File: config.mk
export PLATFORM = sky130hd
export DESIGN_NAME = blc_ctrl
export DESIGN_NICKNAME = d
export VERILOG_FILES = /design/src/design/blc_pkg.sv /design/src/design/blc_chan.sv /design/src/design/blc_ctrl.sv
export SDC_FILE = /design/constraint.sdc
export NUM_CORES = 1
export LEC_CHECK = 0
export ABC_AREA = 1
export BUFFER_PORTS_ARGS = -buffer_cell sky130_fd_sc_hd__buf_2
export CORE_ASPECT_RATIO = 0.6
export CORE_UTILIZATION = 63
export CTS_CLUSTER_SIZE = 12
export DETAILED_ROUTE_END_ITERATION = 7
export PLACE_DENSITY = 0.93
export SETUP_SLACK_MARGIN = 0.15
export SLEW_MARGIN = 30
export SYNTH_ARGS = -nofsm -noshare
export SYNTH_HDL_FRONTEND = slang
export SYNTH_SLANG_ARGS = --single-unit
export TNS_END_PERCENT = 100
File: constraint.sdc
create_clock -name clk_sys_i -period 6 [get_ports clk_sys_i]
set_clock_uncertainty 0.15 [all_clocks]
set_input_delay 0.3 -clock clk_sys_i [delete_from_list [all_inputs] [get_ports clk_sys_i]]
set_output_delay 0.3 -clock clk_sys_i [all_outputs]
set_load 0.005 [all_outputs]
File: src/design/blc_pkg.sv
// constants, types and helpers for the black level calibration block
package blc_pkg;

  // ==========================================================================
  // register word indices (byte address is index times four)
  localparam logic [9:0] IDX_THRESH = 10'h05F;
  localparam logic [9:0] IDX_CTRL   = 10'h060;
  localparam logic [9:0] IDX_GREEN1 = 10'h061;
  localparam logic [9:0] IDX_BLUE   = 10'h062;
  localparam logic [9:0] IDX_RED    = 10'h063;
  localparam logic [9:0] IDX_STATUS = 10'h065;
  localparam int         ADDR_LSB   = 2;

  // ==========================================================================
  // field layouts and reset values
  typedef struct packed {
    logic       dis_rapid;
    logic [1:0] rsv_hi;
    logic       recalc;
    logic [2:0] rsv_mid;
    logic       sweep;
    logic [2:0] depth;
    logic       step_one;
    logic       rsv_lo;
    logic       same_rb;
    logic       same_green;
    logic       manual;
  } blc_ctrl_t;

  typedef struct packed {
    logic       rsv_hi;
    logic [6:0] upper;
    logic       rsv_lo;
    logic [6:0] lower;
  } blc_thresh_t;

  localparam logic [15:0] CTRL_RST    = 16'h0080;
  localparam logic [15:0] CTRL_WMASK  = 16'h81F7;
  localparam logic [15:0] THRESH_RST  = 16'h231D;
  localparam logic [15:0] THRESH_MASK = 16'h7F7F;

  // ==========================================================================
  // channels: green1, blue, red carry registers; green2 is internal only
  localparam int CH_G1  = 0;
  localparam int CH_B   = 1;
  localparam int CH_R   = 2;
  localparam int CH_G2  = 3;
  localparam int NUM_CH = 4;
  localparam int NUM_MAN = 3;

  typedef logic [8:0]                 blc_off_t;
  typedef logic [NUM_CH-1:0][6:0]     blc_avg_t;
  typedef logic [NUM_CH-1:0][8:0]     blc_cal_t;
  typedef logic [NUM_MAN-1:0][8:0]    blc_man_t;

  typedef enum logic [1:0] {
    ST_AVG   = 2'b00,
    ST_RAPID = 2'b01
  } blc_state_t;

  // ==========================================================================
  // timing and arithmetic constants
  localparam logic [7:0] RAPID_STEP_INIT = 8'h08;
  localparam logic [7:0] STEP_ONE        = 8'h01;
  localparam logic [7:0] STEP_NONE       = 8'h00;
  localparam int         FRAC_W          = 7;
  localparam logic [8:0] OFF_MAX         = 9'h0FF;
  localparam logic [8:0] OFF_MIN         = 9'h100;

  // saturating move of a 9-bit two's complement offset
  function automatic blc_off_t blc_sat_step(input blc_off_t off, input logic [7:0] step,
                                            input logic up);
    logic [9:0] delta;
    logic [9:0] sum;
    delta = up ? {2'b00, step} : (~{2'b00, step} + 10'h001);
    sum   = {off[8], off} + delta;
    if (sum[9] != sum[8]) begin
      blc_sat_step = sum[9] ? OFF_MIN : OFF_MAX;
    end else begin
      blc_sat_step = sum[8:0];
    end
  endfunction

endpackage

File: src/design/blc_chan.sv
// one colour channel: running frame average and automatic offset
`timescale 1ns/1ns
module blc_chan (
  input  wire logic       clk_sys_i,
  input  wire logic       rstn_i,
  input  wire logic       frame_i,
  input  wire logic       load_i,
  input  wire logic [7:0] step_i,
  input  wire logic [6:0] new_i,
  input  wire logic [2:0] depth_i,
  input  wire logic [6:0] lo_i,
  input  wire logic [6:0] hi_i,
  output logic      [8:0] off_o,
  output logic      [6:0] avg_o
);

  // ==========================================================================
  // running average, kept with fraction bits so small updates are not lost
  logic [13:0] acc_reg;
  logic [13:0] acc_next;
  logic [13:0] new_fx;
  logic [8:0]  off_reg;
  logic [8:0]  off_next;
  logic [6:0]  avg_now;

  always_comb begin
    new_fx   = {new_i, {blc_pkg::FRAC_W{1'b0}}};
    acc_next = acc_reg;
    if (frame_i) begin
      if (load_i) begin
        acc_next = new_fx;
      end else begin
        acc_next = acc_reg - (acc_reg >> depth_i) + (new_fx >> depth_i);
      end
    end
    avg_now  = acc_next[13:7];
    off_next = off_reg;
    if (frame_i && (step_i != blc_pkg::STEP_NONE)) begin
      // below target raises the offset, above target lowers it
      if (avg_now < lo_i) begin
        off_next = blc_pkg::blc_sat_step(off_reg, step_i, 1'b1);
      end else if (avg_now > hi_i) begin
        off_next = blc_pkg::blc_sat_step(off_reg, step_i, 1'b0);
      end
    end
  end

  always_ff @(posedge clk_sys_i or negedge rstn_i) begin
    if (!rstn_i) begin
      acc_reg <= 14'h0000;
      off_reg <= 9'h000;
    end else begin
      acc_reg <= acc_next;
      off_reg <= off_next;
    end
  end

  assign off_o = off_reg;
  assign avg_o = acc_reg[13:7];

  // ==========================================================================
  // checks
  a_avg_reload: assert property (@(posedge clk_sys_i) disable iff (!rstn_i)
    (frame_i && load_i) |=> (avg_o == $past(new_i)))
    else $error("recalculate did not reload the average");

  a_avg_depth_zero: assert property (@(posedge clk_sys_i) disable iff (!rstn_i)
    (frame_i && !load_i && (depth_i == 3'h0)) |=> (avg_o == $past(new_i)))
    else $error("depth zero average is not the new frame");

endmodule

File: src/design/blc_ctrl.sv
// black level calibration control, offset registers and apb slave
// Behaviour
// - average black level over two to the depth field frames; depth resets to four
// - per frame: average minus average over 2^n plus new over 2^n
// - sweep bit ramps one common value up by one each frame
// - writing recalculate starts rapid sweep when rapid sweep is enabled
// - writing recalculate reloads the running average with the current frame
// - recalculate acts on writing one and always reads zero
// - rapid-sweep disable bit keeps rapid sweep from running
// - with rapid sweep disabled frame averaging still runs
// - offsets are 9 bits; bit 8 clear means positive magnitude 7:0
// - bit 8 set means negative, magnitude is inverse of 7:0 plus one
// - without manual override offset writes are ignored, reads give computed value
// - with manual override written offsets are applied to their channel
// - green1 offset drives greens on the rows carrying red
// - blue channel has its own offset register beside green1 and red
// - control bit 0 selects programmed offsets; resets to zero
// - same-green bit gives green2 pixels the green1 value
// - same-red-blue bit gives blue pixels the red value
// - target lies between 7-bit lower and upper thresholds, reset 1D and 23
`timescale 1ns/1ns
module blc_ctrl (
  input  wire logic              clk_sys_i,
  input  wire logic              rstn_i,
  input  wire logic              psel_i,
  input  wire logic              penable_i,
  input  wire logic              pwrite_i,
  input  wire logic [11:0]       paddr_i,
  input  wire logic [31:0]       pwdata_i,
  input  wire logic              frame_start_i,
  input  wire blc_pkg::blc_avg_t frame_avg_i,
  output logic      [31:0]       prdata_o,
  output logic                   pready_o,
  output logic                   pslverr_o,
  output blc_pkg::blc_cal_t      cal_o,
  output logic                   bad_frame_o
);

  // ==========================================================================
  // declarations
  logic [9:0]           idx;
  logic                 setup;
  logic                 wr;
  logic                 hit;
  logic [31:0]          prdata_reg;
  logic [31:0]          prdata_next;
  logic                 pready_reg;
  logic                 pready_next;
  logic                 pslverr_reg;
  logic                 pslverr_next;

  blc_pkg::blc_ctrl_t   ctrl_reg;
  blc_pkg::blc_ctrl_t   ctrl_next;
  blc_pkg::blc_thresh_t thr_reg;
  blc_pkg::blc_thresh_t thr_next;
  blc_pkg::blc_man_t    man_reg;
  blc_pkg::blc_man_t    man_next;
  logic                 recalc_pend_reg;
  logic                 recalc_pend_next;
  logic                 dis_eff_reg;
  logic                 dis_eff_next;

  blc_pkg::blc_state_t  state_reg;
  blc_pkg::blc_state_t  state_next;
  logic [7:0]           step_reg;
  logic [7:0]           step_next;
  logic [7:0]           chan_step;
  logic [8:0]           sweep_reg;
  logic [8:0]           sweep_next;
  blc_pkg::blc_cal_t    cal_reg;
  blc_pkg::blc_cal_t    cal_next;
  logic                 bad_reg;
  logic                 bad_next;
  logic                 fs_q_reg;
  logic                 chg;
  logic                 reload;

  blc_pkg::blc_off_t    auto_off [blc_pkg::NUM_CH];

  // ==========================================================================
  // apb slave: one access cycle, answer registered in setup
  assign idx   = paddr_i[11:blc_pkg::ADDR_LSB];
  assign setup = psel_i && !penable_i;
  assign wr    = psel_i && penable_i && pready_reg && pwrite_i;

  always_comb begin
    hit = (idx == blc_pkg::IDX_THRESH) || (idx == blc_pkg::IDX_CTRL) ||
          (idx == blc_pkg::IDX_GREEN1) || (idx == blc_pkg::IDX_BLUE) ||
          (idx == blc_pkg::IDX_RED)    || (idx == blc_pkg::IDX_STATUS);
    pready_next  = setup;
    pslverr_next = setup && !hit;
    prdata_next  = 32'h0000_0000;
    if (setup && !pwrite_i) begin
      case (idx)
        blc_pkg::IDX_THRESH: prdata_next[15:0] = thr_reg;
        blc_pkg::IDX_CTRL:   prdata_next[15:0] = ctrl_reg;
        // computed value unless override is on
        blc_pkg::IDX_GREEN1: prdata_next[8:0] = ctrl_reg.manual ?
                               man_reg[blc_pkg::CH_G1] : auto_off[blc_pkg::CH_G1];
        blc_pkg::IDX_BLUE:   prdata_next[8:0] = ctrl_reg.manual ?
                               man_reg[blc_pkg::CH_B] : auto_off[blc_pkg::CH_B];
        blc_pkg::IDX_RED:    prdata_next[8:0] = ctrl_reg.manual ?
                               man_reg[blc_pkg::CH_R] : auto_off[blc_pkg::CH_R];
        blc_pkg::IDX_STATUS: prdata_next[2:0] = {dis_eff_reg,
                               (state_reg == blc_pkg::ST_RAPID), bad_reg};
        default:             prdata_next = 32'h0000_0000;
      endcase
    end
  end

  always_ff @(posedge clk_sys_i or negedge rstn_i) begin
    if (!rstn_i) begin
      prdata_reg  <= 32'h0000_0000;
      pready_reg  <= 1'b0;
      pslverr_reg <= 1'b0;
    end else begin
      prdata_reg  <= prdata_next;
      pready_reg  <= pready_next;
      pslverr_reg <= pslverr_next;
    end
  end

  // ==========================================================================
  // control, thresholds and manual offsets
  always_comb begin
    ctrl_next = ctrl_reg;
    thr_next  = thr_reg;
    man_next  = man_reg;
    if (wr && (idx == blc_pkg::IDX_CTRL)) begin
      // recalculate is never stored, so it reads back as zero
      ctrl_next = blc_pkg::blc_ctrl_t'(pwdata_i[15:0] & blc_pkg::CTRL_WMASK);
    end
    if (wr && (idx == blc_pkg::IDX_THRESH)) begin
      thr_next = blc_pkg::blc_thresh_t'(pwdata_i[15:0] & blc_pkg::THRESH_MASK);
    end
    for (int c = 0; c < blc_pkg::NUM_MAN; c++) begin
      // tracking the computed value keeps the switch to override seamless
      if (!ctrl_reg.manual) begin
        man_next[c] = auto_off[c];
      end
    end
    if (ctrl_reg.manual && wr) begin
      case (idx)
        blc_pkg::IDX_GREEN1: man_next[blc_pkg::CH_G1] = pwdata_i[8:0];
        blc_pkg::IDX_BLUE:   man_next[blc_pkg::CH_B]  = pwdata_i[8:0];
        blc_pkg::IDX_RED:    man_next[blc_pkg::CH_R]  = pwdata_i[8:0];
        default:             man_next = man_next;
      endcase
    end
    // a write in the frame start cycle still counts for the next frame
    recalc_pend_next = (recalc_pend_reg && !frame_start_i) ||
                       (wr && (idx == blc_pkg::IDX_CTRL) && pwdata_i[12]);
    dis_eff_next     = frame_start_i ? ctrl_reg.dis_rapid : dis_eff_reg;
  end

  always_ff @(posedge clk_sys_i or negedge rstn_i) begin
    if (!rstn_i) begin
      ctrl_reg        <= blc_pkg::blc_ctrl_t'(blc_pkg::CTRL_RST);
      thr_reg         <= blc_pkg::blc_thresh_t'(blc_pkg::THRESH_RST);
      man_reg         <= '0;
      recalc_pend_reg <= 1'b0;
      dis_eff_reg     <= 1'b0;
    end else begin
      ctrl_reg        <= ctrl_next;
      thr_reg         <= thr_next;
      man_reg         <= man_next;
      recalc_pend_reg <= recalc_pend_next;
      dis_eff_reg     <= dis_eff_next;
    end
  end

  // ==========================================================================
  // per channel averaging and automatic offsets
  assign reload = frame_start_i && recalc_pend_reg;

  for (genvar g = 0; g < blc_pkg::NUM_CH; g++) begin : g_chan
    blc_chan u_chan (
      .clk_sys_i (clk_sys_i),
      .rstn_i    (rstn_i),
      .frame_i   (frame_start_i),
      .load_i    (reload),
      .step_i    (chan_step),
      .new_i     (frame_avg_i[g]),
      .depth_i   (ctrl_reg.depth),
      .lo_i      (thr_reg.lower),
      .hi_i      (thr_reg.upper),
      .off_o     (auto_off[g]),
      .avg_o     ()
    );
  end

  // ==========================================================================
  // rapid sweep sequencer, sweep ramp and applied offsets
  always_comb begin
    state_next = state_reg;
    step_next  = step_reg;
    case (state_reg)
      blc_pkg::ST_AVG: begin
        if (reload && !ctrl_reg.dis_rapid && !ctrl_reg.sweep) begin
          state_next = blc_pkg::ST_RAPID;
          step_next  = ctrl_reg.step_one ? blc_pkg::STEP_ONE : blc_pkg::RAPID_STEP_INIT;
        end
      end
      blc_pkg::ST_RAPID: begin
        if (frame_start_i) begin
          if (ctrl_reg.dis_rapid || ctrl_reg.sweep) begin
            state_next = blc_pkg::ST_AVG;
          end else if (reload) begin
            step_next = ctrl_reg.step_one ? blc_pkg::STEP_ONE : blc_pkg::RAPID_STEP_INIT;
          end else if (step_reg <= blc_pkg::STEP_ONE) begin
            state_next = blc_pkg::ST_AVG;
          end else begin
            step_next = step_reg >> 1;
          end
        end
      end
      default: begin
        state_next = blc_pkg::ST_AVG;
        step_next  = blc_pkg::STEP_NONE;
      end
    endcase

    // offset steps stop while override or sweep owns the offsets; averaging keeps running
    if (ctrl_reg.manual || ctrl_reg.sweep) begin
      chan_step = blc_pkg::STEP_NONE;
    end else if (state_reg == blc_pkg::ST_RAPID) begin
      chan_step = step_reg;
    end else begin
      chan_step = blc_pkg::STEP_ONE;
    end

    if (!ctrl_reg.sweep) begin
      sweep_next = 9'h000;
    end else if (frame_start_i) begin
      sweep_next = sweep_reg + 9'h001;
    end else begin
      sweep_next = sweep_reg;
    end

    for (int c = 0; c < blc_pkg::NUM_CH; c++) begin
      if (ctrl_reg.sweep) begin
        cal_next[c] = sweep_reg;
      end else if (ctrl_reg.manual && (c < blc_pkg::NUM_MAN)) begin
        cal_next[c] = man_reg[c];
      end else begin
        cal_next[c] = auto_off[c];
      end
    end
    // green1 output serves greens on red rows; green2 slot serves blue rows
    if (ctrl_reg.same_green) begin
      cal_next[blc_pkg::CH_G2] = cal_next[blc_pkg::CH_G1];
    end
    if (ctrl_reg.same_rb) begin
      cal_next[blc_pkg::CH_B] = cal_next[blc_pkg::CH_R];
    end

    // updates landing just after frame start are between frames, not bad
    chg      = (cal_next != cal_reg);
    bad_next = (chg && !fs_q_reg) || (bad_reg && !frame_start_i);
  end

  always_ff @(posedge clk_sys_i or negedge rstn_i) begin
    if (!rstn_i) begin
      state_reg <= blc_pkg::ST_AVG;
      step_reg  <= blc_pkg::STEP_NONE;
      sweep_reg <= 9'h000;
      cal_reg   <= '0;
      bad_reg   <= 1'b0;
      fs_q_reg  <= 1'b0;
    end else begin
      state_reg <= state_next;
      step_reg  <= step_next;
      sweep_reg <= sweep_next;
      cal_reg   <= cal_next;
      bad_reg   <= bad_next;
      fs_q_reg  <= frame_start_i;
    end
  end

  assign prdata_o    = prdata_reg;
  assign pready_o    = pready_reg;
  assign pslverr_o   = pslverr_reg;
  assign cal_o       = cal_reg;
  assign bad_frame_o = bad_reg;

  // ==========================================================================
  // checks
  a_recalc_reads_zero: assert property (@(posedge clk_sys_i) disable iff (!rstn_i)
    (setup && !pwrite_i && (idx == blc_pkg::IDX_CTRL)) |=> (pready_o && !prdata_o[12]))
    else $error("recalculate bit read back as one");

  a_rapid_start: assert property (@(posedge clk_sys_i) disable iff (!rstn_i)
    (reload && !ctrl_reg.dis_rapid && !ctrl_reg.sweep)
      |=> (state_reg == blc_pkg::ST_RAPID))
    else $error("recalculate did not start rapid sweep");

  a_rapid_blocked: assert property (@(posedge clk_sys_i) disable iff (!rstn_i)
    (state_reg == blc_pkg::ST_RAPID) |-> !dis_eff_reg)
    else $error("rapid sweep runs while disabled");

  a_sweep_ramp: assert property (@(posedge clk_sys_i) disable iff (!rstn_i)
    (ctrl_reg.sweep && frame_start_i) |=> (sweep_reg == $past(sweep_reg) + 9'h001))
    else $error("sweep value did not step by one");

  a_sweep_equal: assert property (@(posedge clk_sys_i) disable iff (!rstn_i)
    $past(ctrl_reg.sweep) |-> ((cal_o[0] == cal_o[1]) && (cal_o[1] == cal_o[2]) &&
                               (cal_o[2] == cal_o[3])))
    else $error("sweep channels differ");

  a_same_green: assert property (@(posedge clk_sys_i) disable iff (!rstn_i)
    $past(ctrl_reg.same_green) |-> (cal_o[blc_pkg::CH_G2] == cal_o[blc_pkg::CH_G1]))
    else $error("green2 does not follow green1");

  a_same_rb: assert property (@(posedge clk_sys_i) disable iff (!rstn_i)
    $past(ctrl_reg.same_rb) |-> (cal_o[blc_pkg::CH_B] == cal_o[blc_pkg::CH_R]))
    else $error("blue does not follow red");

  a_manual_apply: assert property (@(posedge clk_sys_i) disable iff (!rstn_i)
    ($past(ctrl_reg.manual) && !$past(ctrl_reg.sweep))
      |-> (cal_o[blc_pkg::CH_G1] == $past(man_reg[blc_pkg::CH_G1])))
    else $error("manual green1 offset not applied");

  a_bad_frame: assert property (@(posedge clk_sys_i) disable iff (!rstn_i)
    (chg && !fs_q_reg) |=> bad_frame_o [*1] ##0 (bad_frame_o || $past(frame_start_i)))
    else $error("offset change did not mark the frame bad");

endmodule

After elaboration in Yosys (flattened, before gate mapping)
Cells that the tools add are included.
Widths: inputs -> output; s select.
{ "totals": {"out_inout_bits": 71, "inputBits": 78, "word_cells": 208, "register_bits": 219} }
{ "op_classes": {"reduce_logical": 45, "order_cmp": 9, "n_addsub": 18, "n_shift": 8, "eq_ne": 23, "bitwise": 1, "muxes": 66} }
{ "op_table": {"columns": ["op", "count"], "rows": [
  ["$mux 9", 38],
  ["$mux 14", 8],
  ["$shr 14x3->14", 8],
  ["$eq 10x7->1 const B", 6],
  ["$add 14x14->14", 4],
  ["$mux 8", 7],
  ["$sub 14x14->14", 4],
  ["$add 10x10->10", 4],
  ["$add 9x9->10", 4],
  ["$ne 36x36->1", 1],
  ["$pmux 6 s5", 1],
  ["$gt 7x7->1", 4],
  ["$lt 7x7->1", 4],
  ["$mux 27", 1],
  ["$pmux 3 s6", 1],
  ["$logic_and 1x1->1", 17],
  ["$mux 16", 1],
  ["$pmux 8 s2", 1],
  ["$pmux 7 s2", 1],
  ["$add 10x1->10 const B", 1],
  ["$mux 2", 5],
  ["$not 8->10", 1],
  ["$add 9x1->9 const B", 1],
  ["$logic_or 1x1->1", 9],
  ["other kinds (15)", 38]
]} }

Longest topological paths before layout
{ "logic_depth": {"ltp_word": 10, "depth_mapped": 34, "mapped_depth_nobuf": 32} }

Cells and area by module
From an unflattened synthesis, not the netlist that was laid out.
{ "hier_totals": {"cells_unflattened": 3359, "hier_area_um2": 22365.2} }
{ "by_module_without_submodules": {"columns": ["mod", "seq_area_each_um2", "cells_per_inst", "n_inst", "area_per_inst_um2"], "rows": [
  ["blc_ctrl", 3062.9, 849, 1, 6404.9],
  ["blc_chan (g_chan[0].u_chan)", 575.6, 628, 1, 4026.4],
  ["blc_chan (g_chan[3].u_chan)", 575.6, 630, 1, 3991.3],
  ["blc_chan (g_chan[1].u_chan)", 575.6, 628, 1, 3972.6],
  ["blc_chan (g_chan[2].u_chan)", 575.6, 624, 1, 3970.1]
]} }

Least setup slack after synthesis
No wires, ideal clock.
{ "synth_timing": {"path_kind": "register -> register", "from": "reg ctrl_reg[6] (netlist bit)", "to": "reg g_chan[1].u_chan.off_reg[6]", "n_path_buf": 4, "period_less_slack_ps": 5194, "slack_ps": 806, "arrival_time_ps": 4928, "required_time_ps": 5734, "stages_incl_launch_ff": 29, "setup_ps": 116, "path_cell_list": "dfrtp_1 clkbuf_1 clkbuf_1 clkbuf_1 nand2_1 nand3_1 o21ai_0 fa_1 inv_1 ha_1 or2_1 nand2_1 nor2_1 nor2_1 o21ai_0 a21oi_1 xor2_1 nand2_1 a22oi_1 ha_1 a21oi_1 nor2_1 a211oi_2 nand2_2 buf_6 nand2_4 nand2_4 nand2_1 nand2_1"} }
{ "synth_via": {"elab_chain_len": 8, "elab_cells_between_ends": 11, "classes_between": "add/sub: 2; order compare: 2; shift: 2; mux: 3; reduce/logical: 2"} }
{ "synth_lines": {"columns": ["item", "line", "rtl"], "rows": [
  ["start, declared", "blc_ctrl.sv:52", "blc_pkg::blc_ctrl_t ctrl_reg;"],
  ["start signal, assigned", "blc_ctrl.sv:158", "ctrl_reg <= blc_pkg::blc_ctrl_t'(blc_pkg::CTRL_RST);"],
  ["start signal, assigned", "blc_ctrl.sv:164", "ctrl_reg <= ctrl_next;"],
  ["$shr 14x3->14", "blc_chan.sv:33", "acc_next = acc_reg - (acc_reg >> depth_i) + (new_fx >> depth_i);"],
  ["$sub 14x14->14", "blc_chan.sv:33", null],
  ["$add 14x14->14 *", "blc_chan.sv:33", null],
  ["$mux 14 *", "blc_chan.sv:30", "if (load_i) begin"],
  ["$mux 14 *", "blc_chan.sv:29", "if (frame_i) begin"],
  ["named net g_chan[1].u_chan.acc_next[11]", "blc_chan.sv:20", "logic [13:0] acc_next;"],
  ["$gt 7x7->1 / $lt 7x7->1 (equally long branches)", "blc_chan.sv:42, blc_chan.sv:40", null],
  ["$reduce_bool 2->1 (no source line)", null, null],
  ["$reduce_and 2->1 (no source line)", null, null],
  ["end signal, assigned", "blc_chan.sv:54", "off_reg <= off_next;"],
  ["end, declared", "blc_chan.sv:22", "logic [8:0] off_reg;"]
]} }
The timed path passes the listed nets; every way through them passes the cells marked *.
A chain may end at the register's enable or synchronous reset.

Worst setup path in the final report
{ "layout_timing": {"from": "reg ctrl_reg[5] (netlist bit)", "to": "reg g_chan[0].u_chan.off_reg[1]"} }
{ "layout_via": {"elab_chain_len": 8, "elab_cells_between_ends": 11, "classes_between": "add/sub: 2; order compare: 2; shift: 2; mux: 3; reduce/logical: 2"} }
{ "layout_lines": {"columns": ["item", "line"], "rows": [
  ["$shr 14x3->14", "blc_chan.sv:33"],
  ["$sub 14x14->14", "blc_chan.sv:33"],
  ["$add 14x14->14 *", "blc_chan.sv:33"],
  ["$mux 14 *", "blc_chan.sv:30"],
  ["$mux 14 *", "blc_chan.sv:29"],
  ["named net g_chan[0].u_chan.acc_next[13]", "blc_chan.sv:20"],
  ["$gt 7x7->1 / $lt 7x7->1 (equally long branches)", "blc_chan.sv:42, blc_chan.sv:40"],
  ["$reduce_bool 2->1 (no source line)", null],
  ["$reduce_and 2->1 (no source line)", null],
  ["end signal, assigned", "blc_chan.sv:54"],
  ["end, declared", "blc_chan.sv:22"]
]} }
Marks and branches as above.

==> results.md <==
* Status: completed
* Die Span Y at roughly 140 um
* 1st-iter DRT viols at approximately 3700
* Pwr per Cell Area at between 500 and 600 mW/mm2
* Max Cap Viol at 0
* Slowest cell delay on critical path at 0.60 ns
* Post-detail-place hpwl at around 54000 um
* LEAKAGE at 12.5 nW
* Worst-path clk slew at approximately 0.07 ns
* Remaining DRCs at 0
* Largest family of logic cells by synthesized area: simple AND/OR/NAND/NOR gates
* Crit path required time at around 6.3 ns
* Max VDD drop at ~530 uV
* Netlist cell types at roughly 60
* Total clock sinks at about 210
* Compound-cell area share of the yosys netlist at between 10% and 20%
* Inserted Clock Buffers at 24
* WL final at approximately 72000 um
* Register area share after synthesis at 25.4%
* Drt pass-1 iters at 7
* Fin crit share at between 90% and 100%
* Final nets at 3477
* Grt ovf at 0
* Number of global-route vias before repair at about 20000
* Post-synthesis simple-gate area fraction at between 20% and 30%
* CTS tree: built
* Syn. warnings at 0
* Total number of vias at around 23000
* Overall power at ~0.014 W
* Post-Syn Area at 0.0211 mm2
* Largest net degree at the start of global routing at 97
* Global-route wire length before repair at between 100000 and 150000 um
* Worst-margin pin slew at 0.990 ns
* Die area at between 0.03 and 0.04 mm2
* Final TNS setup at 0 ns
* Xor and xnor area share after synthesis at under 10%
* Yosys reg bits at ~210
* Synth Area per Inst at a little under 7 um2
* Filler Cell Count at 2692
* RSZ-0062 raised after global routing: false
* Reg2reg start: ctrl_reg[5]
* Util after Layout at about 70%
* Max reg flops at 56
* Final setup violation count at 0
* Total GRT Usage at between 40% and 50%
* Share of layout cells above drive strength 1 at 9.16%
* Clk_lat worst skew at 0.56 ns
* Final hold vios at 0
* Hold_sp: paddr_i[10]
* H-tree Lvls at 1
* Synth-to-Final Area Change at 10.5%
* Crit Path Category: register to register
* Clock Path Buffers at 3
* Root Driver: clkbuf_16
* Slew Viols, Final at 0
* WL per Instance at a little under 20 um
* Slew HR at around a third
* Cells after synthesis at just over 3000
* Hold/Removal Path Class: input port to register
* Max Freq at 177 MHz
* Initial Utilization at ~65%
* Crit Path Max Fanout at 13
* Nature of the critical path endpoint: register
* Die X at between 200 and 250 um
* Routability cong. at roughly 1.0
* Ports at 149
* Number of cell rows at 51
* I/O Buffers at between 100 and 150
* Placement Setup Slack at roughly 0.14 ns
* Post-synthesis mux area share at ~1.6%
* Adder-cell area share of the yosys netlist at around 15%
* Crit-path slowest cell: dfrtp_4
* CORE AREA at around 0.033 mm2
* Worst EP arrival at 5.95 ns
* Initial antenna violation count at 3
* Worst setup SP type: register
* Antenna-violating nets left at 0
* WHS at 0.0227 ns
* Crit-path most repeated cell: nand2_1
* Critical path origin: ctrl_reg[5]
* Vias per cell at a little over 6
* Tmin final at 5.65 ns
* Worst setup margin at approximately 0.35 ns
where the power goes:
group / leakage, nW / internal [W] / switching, W / total [W]
sequential: 2.66 / 0.00190 / 0.000391 / 0.00229
clock: 0.412 / 0.00101 / 0.000690 / 0.00170
combinational: 9.44 / 0.00346 / 0.00623 / 0.00969
total: 12.5 / 0.00637 / 0.00731 / 0.0137
path summary, 6_finish.rpt:
path | endpoint | slack, ns | cells after the start
worst max-delay path | g_chan[0].u_chan.off_o[1] | 0.35 | 30
worst min-delay path | prdata_o[0] | 0.02 | 4
worst max register to register | g_chan[0].u_chan.off_o[1] | 0.35 | 30
worst min register to register | step_reg[0] | 0.35 | 2
max in group asynchronous | ctrl_reg[5] | 4.05 | 3
min in group asynchronous | cal_o[34] | 0.22 | 2
layout make-up:
type,count,area [um2],area share (%)
Antenna cell,3,7.51,0.0322
Clock buffer,36,687,2.95
Clock inverter,8,168,0.719
Inverter,411,1550,6.64
Multi-Input combinational cell,2356,13800,59.2
Sequential cell,214,5370,23.0
Tap cell,450,563,2.41
Timing Repair Buffer,173,1160,4.98
critical path: cells and delay by family (launching register included):
kind | cells | cell delay, ns
flops | 1 | 0.60
buf+inv | 4 | 0.58
fa+ha+maj | 3 | 1.16
simple gates | 16 | 1.52
compound gates | 7 | 1.51
cell families (layout without fill, tap and decap cells):
family,Yosys count,in the layout
and+or+nand+nor,1376,1376
xor gates and xnor gates,99,99
adders and majority gates,219,219
buffers and inverters,522,628
AOI/OAI and AO/OA,609,612
DFF,214,214
other,1,19
muxes,34,34
layer usage:
metal	track usage, %	routed length, um	up-vias
met1	61.1	30700	10500
met3	11.8	10900	199
li1	-	-	10200
met2	58.8	28800	1629
met5	0	0	-
met4	10.5	1920	0
metrics by stage:
step / area, um2 / instances
floorplan: 21200 / 3089
global placement: 22100 / 3576
detailed placement: 22100 / 3576
CTS: 23100 / 3637
global route: 23300 / 3651
finish: 23300 / 3651
what timing repair did:
item	in CTS	in global routing
endpoints found under the setup margin	14	36
cloned	0	4
endpoints found under the hold margin	118	0
pin swaps	0	5
resized for setup	3	31
buffers inserted	0	7
hold buffers	17	0
cells in the final DEF (no fill, tap or decap), drive strengths merged, types with 6 or more instances in the layout:
master,synthesis,final
a21oi,152,155
or2,12,12
fa,60,60
o211ai,11,11
a31oi,12,12
buf,59,155
nor3,37,37
nand3b,14,14
a22oi,14,14
a211oi,11,11
nand4,20,20
xnor2,41,41
dfstp,8,8
conb,1,16
dfrtp,206,206
clkbuf,52,37
nand3,161,161
inv,409,408
o21ai,323,323
nand2,966,966
a21boi,11,11
a21o,9,9
dlygate4sd3,0,17
nor2,155,155
ha,159,159
o21bai,6,6
xor2,58,58
mux2i,34,34
o22ai,37,37
Yosys cell counts, drive strengths merged:
| master | instances | area [um2] |
|---|---|---|
| xor2 | 58 | 508 |
| o21ai | 323 | 1650 |
| a211oi | 11 | 103 |
| ha | 159 | 1990 |
| conb | 1 | 3.75 |
| a21o | 9 | 67.6 |
| dfstp | 8 | 210 |
| xnor2 | 41 | 374 |
| nand4 | 20 | 125 |
| a31oi | 12 | 75.1 |
| o31ai | 2 | 15.0 |
| nor2 | 155 | 617 |
| a32o | 3 | 30.0 |
| a21boi | 11 | 82.6 |
| a21oi | 152 | 795 |
| inv | 409 | 1540 |
| dfrtp | 206 | 5150 |
| and3 | 3 | 18.8 |
| a41oi | 5 | 43.8 |
| buf | 59 | 365 |
| and2 | 3 | 18.8 |
| clkinv | 2 | 7.51 |
| nand2 | 966 | 3750 |
| o22ai | 37 | 231 |
| a22oi | 14 | 105 |
| a2bb2oi | 3 | 26.3 |
| fa | 60 | 1200 |
| o211ai | 11 | 92.6 |
| nand3b | 14 | 105 |
| a221oi | 5 | 43.8 |
| o21bai | 6 | 45.0 |
| nor3 | 37 | 213 |
| o21a | 5 | 38.8 |
| nand3 | 161 | 831 |
| or2 | 12 | 75.1 |
| clkbuf | 52 | 195 |
| mux2i | 34 | 340 |
| nor4 | 5 | 31.3 |
(Power assumes the default switching activity.)
